<file path="config.mk">
export PLATFORM = sky130hd
export DESIGN_NAME = crt_raster_timing_generator
export DESIGN_NICKNAME = d
export VERILOG_FILES = /design/src/crt_pkg.sv /design/src/char_tick_if.sv /design/src/char_clock_divider.sv /design/src/crt_raster_timing_generator.sv
export SDC_FILE = /design/constraint.sdc
export NUM_CORES = 1
export LEC_CHECK = 0
export ABC_AREA = 1
export BUFFER_PORTS_ARGS = -buffer_cell sky130_fd_sc_hd__buf_2
export CORE_ASPECT_RATIO = 0.9
export CORE_MARGIN = 2
export CORE_UTILIZATION = 25
export CTS_CLUSTER_DIAMETER = 200
export CTS_CLUSTER_SIZE = 12
export DETAILED_ROUTE_END_ITERATION = 7
export PLACE_DENSITY = 0.41
export RECOVER_POWER = 50
export REMOVE_ABC_BUFFERS = 1
export SYNTH_ARGS = -nofsm -noshare
export SYNTH_HDL_FRONTEND = slang
export SYNTH_SLANG_ARGS = --single-unit
</file>
<file path="constraint.sdc">
create_clock -name mclk -period 4.51 [get_ports mclk]
set_clock_uncertainty 0.05 [all_clocks]
set_input_delay 0.902 -clock mclk [delete_from_list [all_inputs] [get_ports mclk]]
set_output_delay 0.902 -clock mclk [all_outputs]
set_load 0.01 [all_outputs]
</file>
<file path="src/crt_pkg.sv">
// package: register map, reset values and timing constants of the raster generator
// assumes a 40 MHz mclk and an apb master with 32-bit data
package crt_pkg;
  localparam int ADDR_W = 12;
  localparam int DATA_W = 32;
  localparam logic [11:0] ADDR_H_TOTAL = 12'h000;
  localparam logic [11:0] ADDR_H_DISP = 12'h004;
  localparam logic [11:0] ADDR_H_SYNC_POS = 12'h008;
  localparam logic [11:0] ADDR_H_SYNC_WIDTH = 12'h00c;
  localparam logic [11:0] ADDR_V_TOTAL = 12'h010;
  localparam logic [11:0] ADDR_V_ADJUST = 12'h014;
  localparam logic [11:0] ADDR_V_DISP = 12'h018;
  localparam logic [11:0] ADDR_V_SYNC_POS = 12'h01c;
  localparam logic [11:0] ADDR_SCAN_MODE = 12'h020;
  localparam logic [11:0] ADDR_MAX_SCAN = 12'h024;
  localparam logic [11:0] ADDR_STATUS = 12'h028;
  // status word field positions
  localparam int ST_HCOUNT_LSB = 0;
  localparam int ST_ROW_LSB = 8;
  localparam int ST_SCAN_LSB = 16;
  localparam int ST_HSYNC_BIT = 24;
  localparam int ST_VSYNC_BIT = 25;
  localparam int ST_DISP_BIT = 26;
  localparam int ST_ADJUST_BIT = 27;
  // values after reset: an 80 x 24 screen at about 197 hz
  localparam logic [7:0] RST_H_TOTAL = 8'h5c;
  localparam logic [7:0] RST_H_DISP = 8'h50;
  localparam logic [7:0] RST_H_SYNC_POS = 8'h51;
  localparam logic [3:0] RST_H_SYNC_WIDTH = 4'h8;
  localparam logic [6:0] RST_V_TOTAL = 7'h19;
  localparam logic [4:0] RST_V_ADJUST = 5'h0d;
  localparam logic [6:0] RST_V_DISP = 7'h18;
  localparam logic [6:0] RST_V_SYNC_POS = 7'h1a;
  localparam logic [1:0] RST_SCAN_MODE = 2'h0;
  localparam logic [4:0] RST_MAX_SCAN = 5'h09;
  // mclk cycles per character time
  localparam int CHAR_DIV_CYCLES = 8;
  localparam logic [2:0] CHAR_DIV_LAST = 3'h7;
  // vertical sync length in scan lines, fixed
  localparam logic [4:0] VSYNC_LINES = 5'h10;
  typedef enum logic [1:0] {
    V_ROWS = 2'b01,
    V_ADJUST = 2'b10
  } vphase_t;
endpackage

</file>
<file path="src/char_tick_if.sv">
// interface: character time enable passed from the divider to the counters
// assumes both ends run on mclk
interface char_tick_if;
  logic tick;
  modport source (output tick);
  modport sink (input tick);
endinterface

</file>
<file path="src/char_clock_divider.sv">
// character clock divider: one-cycle enable every character time
// assumes a synchronised active-low reset on mclk
module char_clock_divider (
  // clock and reset
  input wire logic mclk,
  input wire logic rst_sync_n,
  // character enable
  char_tick_if.source ticks
);
  logic [2:0] div_count;

  always_ff @(posedge mclk or negedge rst_sync_n) begin
    if (!rst_sync_n) begin
      div_count <= 3'h0;
    end else if (div_count == crt_pkg::CHAR_DIV_LAST) begin
      div_count <= 3'h0;
    end else begin
      div_count <= div_count + 3'h1;
    end
  end

  always_ff @(posedge mclk or negedge rst_sync_n) begin
    if (!rst_sync_n) begin
      ticks.tick <= 1'b0;
    end else begin
      ticks.tick <= (div_count == crt_pkg::CHAR_DIV_LAST);
    end
  end
endmodule

</file>
<file path="src/crt_raster_timing_generator.sv">
// raster timing generator: apb register file, character and row counters, syncs
// assumes an apb master on mclk and a monitor taking sync and display enable
//
// Local design decisions: register access over APB and the register addresses.
module crt_raster_timing_generator (
  // clock and reset
  input wire logic mclk,
  input wire logic rst_n,
  // apb slave
  input wire logic psel,
  input wire logic penable,
  input wire logic pwrite,
  input wire logic [11:0] paddr,
  input wire logic [31:0] pwdata,
  output logic pready,
  output logic [31:0] prdata,
  output logic pslverr,
  // monitor side
  output logic horizontal_sync_out,
  output logic vertical_sync_out,
  output logic display_enable
);
  logic rst_meta_n;
  logic rst_sync_n;
  logic [7:0] horizontal_total;
  logic [7:0] horizontal_displayed;
  logic [7:0] horizontal_sync_position;
  logic [3:0] horizontal_sync_width;
  logic [6:0] vertical_total;
  logic [4:0] vertical_total_adjust;
  logic [6:0] vertical_displayed;
  logic [6:0] vertical_sync_position;
  logic [1:0] scan_mode_select;
  logic [4:0] max_scan_line;
  logic [7:0] hcount;
  logic [6:0] row;
  logic [4:0] scan;
  logic [4:0] adj_count;
  crt_pkg::vphase_t vphase;
  logic [3:0] hsync_left;
  logic [4:0] vsync_left;
  logic wr_en;
  logic tick;
  logic line_end;
  logic line_start;
  logic hs_start;
  logic vs_start;
  logic [31:0] next_prdata;
  logic next_slverr;
  logic [31:0] status_word;
  logic [4:0] hs_high_ticks;
  logic [3:0] hs_width_seen;
  logic [4:0] vs_high_lines;

  // true once a counter has reached its limit; >= keeps a counter
  // from running away when software shrinks a limit mid-frame
  function automatic logic reached(input logic [7:0] cnt, input logic [7:0] lim);
    reached = (cnt >= lim);
  endfunction

  always_ff @(posedge mclk or negedge rst_n) begin
    if (!rst_n) begin
      rst_meta_n <= 1'b0;
      rst_sync_n <= 1'b0;
    end else begin
      rst_meta_n <= 1'b1;
      rst_sync_n <= rst_meta_n;
    end
  end

  char_tick_if tick_bus ();

  char_clock_divider u_divider (
    .mclk(mclk),
    .rst_sync_n(rst_sync_n),
    .ticks(tick_bus.source)
  );

  assign tick = tick_bus.tick;
  assign line_end = tick && reached(hcount, horizontal_total);
  assign line_start = tick && (hcount == 8'h00);
  assign hs_start = tick && (hcount == horizontal_sync_position) &&
    (horizontal_sync_width != 4'h0);
  assign vs_start = line_start && (scan == 5'h00) && (vphase == crt_pkg::V_ROWS) &&
    (row == vertical_sync_position);
  assign wr_en = psel && penable && pready && pwrite;

  // register writes
  always_ff @(posedge mclk or negedge rst_sync_n) begin
    if (!rst_sync_n) begin
      horizontal_total <= crt_pkg::RST_H_TOTAL;
      horizontal_displayed <= crt_pkg::RST_H_DISP;
      horizontal_sync_position <= crt_pkg::RST_H_SYNC_POS;
      horizontal_sync_width <= crt_pkg::RST_H_SYNC_WIDTH;
      vertical_total <= crt_pkg::RST_V_TOTAL;
      vertical_total_adjust <= crt_pkg::RST_V_ADJUST;
      vertical_displayed <= crt_pkg::RST_V_DISP;
      vertical_sync_position <= crt_pkg::RST_V_SYNC_POS;
      scan_mode_select <= crt_pkg::RST_SCAN_MODE;
      max_scan_line <= crt_pkg::RST_MAX_SCAN;
    end else if (wr_en) begin
      if (paddr == crt_pkg::ADDR_H_TOTAL) begin
        horizontal_total <= pwdata[7:0];
      end else if (paddr == crt_pkg::ADDR_H_DISP) begin
        horizontal_displayed <= pwdata[7:0];
      end else if (paddr == crt_pkg::ADDR_H_SYNC_POS) begin
        horizontal_sync_position <= pwdata[7:0];
      end else if (paddr == crt_pkg::ADDR_H_SYNC_WIDTH) begin
        horizontal_sync_width <= pwdata[3:0];
      end else if (paddr == crt_pkg::ADDR_V_TOTAL) begin
        vertical_total <= pwdata[6:0];
      end else if (paddr == crt_pkg::ADDR_V_ADJUST) begin
        vertical_total_adjust <= pwdata[4:0];
      end else if (paddr == crt_pkg::ADDR_V_DISP) begin
        vertical_displayed <= pwdata[6:0];
      end else if (paddr == crt_pkg::ADDR_V_SYNC_POS) begin
        vertical_sync_position <= pwdata[6:0];
      end else if (paddr == crt_pkg::ADDR_SCAN_MODE) begin
        scan_mode_select <= pwdata[1:0];
      end else if (paddr == crt_pkg::ADDR_MAX_SCAN) begin
        max_scan_line <= pwdata[4:0];
      end
    end
  end

  always_comb begin
    status_word = 32'h0000_0000;
    status_word[crt_pkg::ST_HCOUNT_LSB +: 8] = hcount;
    status_word[crt_pkg::ST_ROW_LSB +: 7] = row;
    status_word[crt_pkg::ST_SCAN_LSB +: 5] = scan;
    status_word[crt_pkg::ST_HSYNC_BIT] = horizontal_sync_out;
    status_word[crt_pkg::ST_VSYNC_BIT] = vertical_sync_out;
    status_word[crt_pkg::ST_DISP_BIT] = display_enable;
    status_word[crt_pkg::ST_ADJUST_BIT] = (vphase == crt_pkg::V_ADJUST);
  end

  // timing registers are write-only and read as zero
  always_comb begin
    next_prdata = 32'h0000_0000;
    next_slverr = 1'b0;
    if (paddr == crt_pkg::ADDR_STATUS) begin
      next_prdata = pwrite ? 32'h0000_0000 : status_word;
      next_slverr = pwrite;
    end else if (paddr > crt_pkg::ADDR_MAX_SCAN || paddr[1:0] != 2'h0) begin
      next_slverr = 1'b1;
    end
  end

  // no wait state: the answer is prepared in the setup cycle
  always_ff @(posedge mclk or negedge rst_sync_n) begin
    if (!rst_sync_n) begin
      pready <= 1'b0;
      pslverr <= 1'b0;
      prdata <= 32'h0000_0000;
    end else begin
      pready <= psel && !penable;
      pslverr <= psel && !penable && next_slverr;
      if (psel && !penable) begin
        prdata <= next_prdata;
      end
    end
  end

  // character counter
  always_ff @(posedge mclk or negedge rst_sync_n) begin
    if (!rst_sync_n) begin
      hcount <= 8'h00;
    end else if (line_end) begin
      hcount <= 8'h00;
    end else if (tick) begin
      hcount <= hcount + 8'h01;
    end
  end

  // vertical sequencer; only the non-interlaced raster is built, since
  // software leaves the scan mode at zero
  always_ff @(posedge mclk or negedge rst_sync_n) begin
    if (!rst_sync_n) begin
      vphase <= crt_pkg::V_ROWS;
      row <= 7'h00;
      scan <= 5'h00;
      adj_count <= 5'h00;
    end else if (line_end) begin
      case (vphase)
        crt_pkg::V_ROWS: begin
          if (reached({3'h0, scan}, {3'h0, max_scan_line})) begin
            scan <= 5'h00;
            if (reached({1'b0, row}, {1'b0, vertical_total})) begin
              adj_count <= 5'h00;
              if (vertical_total_adjust != 5'h00) begin
                vphase <= crt_pkg::V_ADJUST;
              end else begin
                row <= 7'h00;
              end
            end else begin
              row <= row + 7'h01;
            end
          end else begin
            scan <= scan + 5'h01;
          end
        end
        crt_pkg::V_ADJUST: begin
          if (reached({3'h0, adj_count + 5'h01}, {3'h0, vertical_total_adjust})) begin
            vphase <= crt_pkg::V_ROWS;
            row <= 7'h00;
            adj_count <= 5'h00;
          end else begin
            adj_count <= adj_count + 5'h01;
          end
        end
        default: begin
          vphase <= crt_pkg::V_ROWS;
          row <= 7'h00;
        end
      endcase
    end
  end

  // horizontal sync pulse
  always_ff @(posedge mclk or negedge rst_sync_n) begin
    if (!rst_sync_n) begin
      hsync_left <= 4'h0;
      horizontal_sync_out <= 1'b0;
    end else if (tick) begin
      if (hs_start) begin
        hsync_left <= horizontal_sync_width - 4'h1;
        horizontal_sync_out <= 1'b1;
      end else if (hsync_left != 4'h0) begin
        hsync_left <= hsync_left - 4'h1;
        horizontal_sync_out <= 1'b1;
      end else begin
        horizontal_sync_out <= 1'b0;
      end
    end
  end

  // vertical sync pulse, counted in scan lines at each line start
  always_ff @(posedge mclk or negedge rst_sync_n) begin
    if (!rst_sync_n) begin
      vsync_left <= 5'h00;
      vertical_sync_out <= 1'b0;
    end else if (line_start) begin
      if (vs_start) begin
        vsync_left <= crt_pkg::VSYNC_LINES - 5'h01;
        vertical_sync_out <= 1'b1;
      end else if (vsync_left != 5'h00) begin
        vsync_left <= vsync_left - 5'h01;
        vertical_sync_out <= 1'b1;
      end else begin
        vertical_sync_out <= 1'b0;
      end
    end
  end

  // display enable lags the counters by one character, like the syncs
  always_ff @(posedge mclk or negedge rst_sync_n) begin
    if (!rst_sync_n) begin
      display_enable <= 1'b0;
    end else if (tick) begin
      display_enable <= (hcount < horizontal_displayed) &&
        (row < vertical_displayed) && (vphase == crt_pkg::V_ROWS);
    end
  end

  // pulse-length helpers restart at each pulse start, so a restart or a
  // width written mid-pulse by software cannot upset the checks
  always_ff @(posedge mclk or negedge rst_sync_n) begin
    if (!rst_sync_n) begin
      hs_high_ticks <= 5'h00;
      hs_width_seen <= 4'h0;
    end else if (hs_start) begin
      hs_high_ticks <= 5'h00;
      hs_width_seen <= horizontal_sync_width;
    end else if (tick) begin
      hs_high_ticks <= horizontal_sync_out ? hs_high_ticks + 5'h01 : 5'h00;
    end
  end

  always_ff @(posedge mclk or negedge rst_sync_n) begin
    if (!rst_sync_n) begin
      vs_high_lines <= 5'h00;
    end else if (vs_start) begin
      vs_high_lines <= 5'h00;
    end else if (line_start) begin
      vs_high_lines <= vertical_sync_out ? vs_high_lines + 5'h01 : 5'h00;
    end
  end

  AST_TICK_SPACING: assert property (
    @(posedge mclk) disable iff (!rst_sync_n)
    tick |=> !tick [*7] ##1 tick)
    else $error("character enable spacing wrong");

  AST_HCOUNT_WRAP: assert property (
    @(posedge mclk) disable iff (!rst_sync_n)
    tick && hcount >= horizontal_total |=> hcount == 8'h00)
    else $error("character counter did not wrap at total");

  AST_HCOUNT_STEP: assert property (
    @(posedge mclk) disable iff (!rst_sync_n)
    tick && hcount < horizontal_total |=> hcount == $past(hcount) + 8'h01)
    else $error("character counter did not advance");

  AST_HSYNC_START: assert property (
    @(posedge mclk) disable iff (!rst_sync_n)
    hs_start |=> horizontal_sync_out)
    else $error("horizontal sync missed its position");

  AST_HSYNC_WIDTH: assert property (
    @(posedge mclk) disable iff (!rst_sync_n)
    $fell(horizontal_sync_out) |-> hs_high_ticks == {1'b0, hs_width_seen})
    else $error("horizontal sync width wrong");

  AST_DISPLAY: assert property (
    @(posedge mclk) disable iff (!rst_sync_n)
    tick |=> display_enable == ($past(hcount) < $past(horizontal_displayed) &&
      $past(row) < $past(vertical_displayed) && $past(vphase) == crt_pkg::V_ROWS))
    else $error("display enable outside displayed area");

  AST_SCAN_WRAP: assert property (
    @(posedge mclk) disable iff (!rst_sync_n)
    line_end && vphase == crt_pkg::V_ROWS && scan >= max_scan_line |=> scan == 5'h00)
    else $error("scan line did not wrap at maximum");

  AST_VTOTAL_ADJUST: assert property (
    @(posedge mclk) disable iff (!rst_sync_n)
    line_end && vphase == crt_pkg::V_ROWS && scan >= max_scan_line &&
      row >= vertical_total && vertical_total_adjust != 5'h00
    |=> vphase == crt_pkg::V_ADJUST && row == $past(row))
    else $error("adjust lines did not follow last row");

  AST_FRAME_END: assert property (
    @(posedge mclk) disable iff (!rst_sync_n)
    line_end && vphase == crt_pkg::V_ADJUST && adj_count + 5'h01 >= vertical_total_adjust
    |=> vphase == crt_pkg::V_ROWS && row == 7'h00 && scan == 5'h00)
    else $error("frame did not restart after adjust");

  AST_VSYNC_START: assert property (
    @(posedge mclk) disable iff (!rst_sync_n)
    vs_start |=> vertical_sync_out)
    else $error("vertical sync missed its row");

  AST_VSYNC_WIDTH: assert property (
    @(posedge mclk) disable iff (!rst_sync_n)
    $fell(vertical_sync_out) |-> vs_high_lines == crt_pkg::VSYNC_LINES)
    else $error("vertical sync not sixteen lines");
endmodule

</file>
==> results.yml <==
job:
  maxCapViolCount: 2
power:
  peakVddDrop_mv: 0.2550
  leakage_uw: 0.004099
  power_density_nw_per_um2: 322.1
setup_path:
  crit_arrival_ns: 2.82
  max_stage_delay_ns: 1.28
  crit_path_start_kind: "flip-flop"
  cpLargestDelayFamily: "buffers and inverters"
  cp_max_fo: 72
  cp_slowest_cell: "clkbuf_1"
  path_buf_inv: 1
  crit_required_ns: 4.67
  end_kind: "async pin"
  path_cells: "clkbuf_1"
  path_class: "flip-flop to async pin"
floorplanning:
  core_um2: 28720
  dieArea_um2: 30420
  io_pins: 86
  initial_core_util: 0.2528
  num_rows: 59
  die_w_um: 183.6
  die_h_um: 165.7
grt:
  grt_pass1_wl_um: 30680
  grt_usage: 0.1295
  grt_overflow: 0
  grt_pass1_vias: 5651
  grt_max_degree: 73
  grt_antenna_before_repair: 2
synthesis:
  syn_avg_cell_area_um2: 8.129
  syn-instance-count: 893
  ys_ff_latch: 130
  synth_area_um2: 7259
  synth_edf_count: 0
  yosys_warnings: 0
  synth_ff_type: "dfrtp_1"
  ys_async_sr_fraction: 1.000
  yosysUniqueCellTypes: 38
  seq_area_frac_synth: 0.4523
timing:
  worstMarginPinSlew_ns: 1.682
  hold_viol: 0
  fin_setup_tns_ns: 0
  final_max_slew_viol_count: 60
  fmax_mhz: 377.1
  setup_viol: 0
  slew_headroom: -0.1212
  rsz0062_at_grt: "false"
  fin_crit_sh: 0.5880
  post-route-min-period_ns: 2.652
place:
  place_congestion: 0.7652
  post-dp-hpwl_um: 13280
  place_area_um2: 7908
  portBuffers: 53
route:
  drtPass1Iterations: 5
  drt-total-wl_um: 18750
  routed-via-count: 5761
  detail_route.iter0.violations: 304
  final_antenna_net_count: 0
  avgRoutedWirePerCell_um: 14.09
  drc: 0
  viasPerCell: 4.328
clocking:
  insertion_delay_ns: 0.42
  cts_setup_buffers: 0
  holdBufCountCts: 0
  cts_root_buffer: "clkbuf_16"
  h-tree-depth: 4
  cts_resized: 0
  clockBufferDepth: 2
  cts_sinks: 130
  clk_pin_slew_worst_paths_ns: 0.06
  cts_tree: "built"
  cts_buffers: 17
outcome:
  failed_checks: "capacitance limit, slew limit"
  status: "complete, but fails checks"
layout:
  area_delta_synth_final_pct: 17.34
  num_antenna_cells: 0
  final_layout_size_suffix_gt1_frac: 0.1554
  num-nets-final: 1050
  design_area_um2: 8518
  fill_cells: 3113
min_path:
  hp-class: "input port to async pin"
==> cell usage after synthesis (5+ instances only) <==
| cell | count | area share |
|---|---|---|
| nand2_1 | 242 | 0.13 |
| inv_1 | 120 | 0.062 |
| dfrtp_1 | 106 | 0.37 |
| o21ai_0 | 72 | 0.050 |
| nor2_1 | 51 | 0.026 |
| ha_1 | 49 | 0.084 |
| nand3_1 | 39 | 0.027 |
| dfstp_2 | 24 | 0.087 |
| a21oi_1 | 23 | 0.016 |
| nand4_1 | 21 | 0.018 |
| o31ai_1 | 20 | 0.021 |
| nor3_1 | 15 | 0.010 |
| xor2_1 | 13 | 0.016 |
| inv_2 | 12 | 0.0062 |
| nand2_2 | 10 | 0.0086 |
| clkbuf_1 | 9 | 0.0047 |
| buf_4 | 8 | 0.0083 |
| nor2_2 | 7 | 0.0060 |
| o21ai_2 | 7 | 0.0084 |
| o21ai_1 | 6 | 0.0041 |
| buf_2 | 5 | 0.0034 |
| xnor2_1 | 5 | 0.0060 |
==> sequential cells by signal, indices dropped and copies added (netlist names), 5 cells and up <==
name	flops
horizontal_total	8
vertical_displayed	7
vertical_total	7
vsync_left	5
horizontal_sync_position	8
horizontal_displayed	8
vertical_total_adjust	5
vertical_sync_position	7
prdata	24
row	7
scan	5
max_scan_line	5
hcount	8
adj_count	5
==> area by class of cell <==
type	instances	area (µm²)	area share
Multi-Input combinational cell	614	3372	0.3959
Inverter	132	495.5	0.05817
Clock inverter	13	185.2	0.02174
Tap cell	366	457.9	0.05376
Clock buffer	19	442.9	0.05200
Timing Repair Buffer	57	277.8	0.03261
Sequential cell	130	3287	0.3859
==> path summary, 6_finish.rpt <==
check / startpoint / end / slack [ns] / cells past startpoint
setup / recovery: rst_sync_n / vertical_sync_out / 1.86 / 1
hold reg to reg: rst_meta_n / rst_sync_n / 0.30 / 0
setup reg to reg: rst_sync_n / vertical_sync_out / 1.86 / 1
hold / removal: rst_n / rst_sync_n / 0.21 / 1
max in group mclk: adj_count[0] / row[5] / 1.88 / 12
min in group mclk: rst_meta_n / rst_sync_n / 0.30 / 0
==> report_power, final <==
group / internal [µW] / switching (µW) / total, µW
logic: 14.2 / 54.4 / 68.6
clock network: 939 / 552 / 1490
registers: 1170 / 13.7 / 1180
total: 2120 / 620 / 2740
==> layout by cell type, fill, tap and decap left out, types with 10 or more instances in the layout <==
master,Yosys,routed
a21oi_1,23,23
buf_2,5,45
clkbuf_1,9,11
clkbuf_16,0,17
dfrtp_1,106,105
dfstp_2,24,24
ha_1,49,49
inv_1,120,120
inv_2,12,12
nand2_1,242,242
nand2_2,10,10
nand3_1,39,39
nand4_1,21,21
nor2_1,51,51
nor3_1,15,15
o21ai_0,72,72
o31ai_1,20,20
xor2_1,13,13
==> per-layer routing <==
layer	vias to the layer above	GRT usage	routed length [µm]
li1	2994	-	-
met1	2678	0.1809	9610
met2	76	0.2049	8475
met3	13	0.02331	509
met4	0	0.03617	155
met5	-	0	0
==> cell families (layout without fill, tap and decap cells) <==
family                     after synthesis  in the layout  share of synthesized area
and+or+nand+nor                        401            401                     0.2454
buffers and inverters                  156            221                    0.08686
AOI/OAI and AO/OA                      137            137                     0.1082
DFF                                    130            130                     0.4523
adders and majority gates               49             49                    0.08445
xor gates and xnor gates                18             18                    0.02172
other                                    2              9                   0.001035
==> through the flow <==
stage	worst slack [ns]	total power [µW]	instances	util	hold slack, ns
floorplan	0.6119	1236	876	-	0.2812
global placement	1.803	1279	1299	0.2754	0.2866
detailed placement	1.783	1278	1299	0.2754	0.2928
CTS	1.837	2793	1331	0.2972	0.1828
global route	1.295	2839	1331	0.2966	0.1959
finish	1.858	2744	1331	0.2966	0.2066
Power figures use the tool's default switching activity.
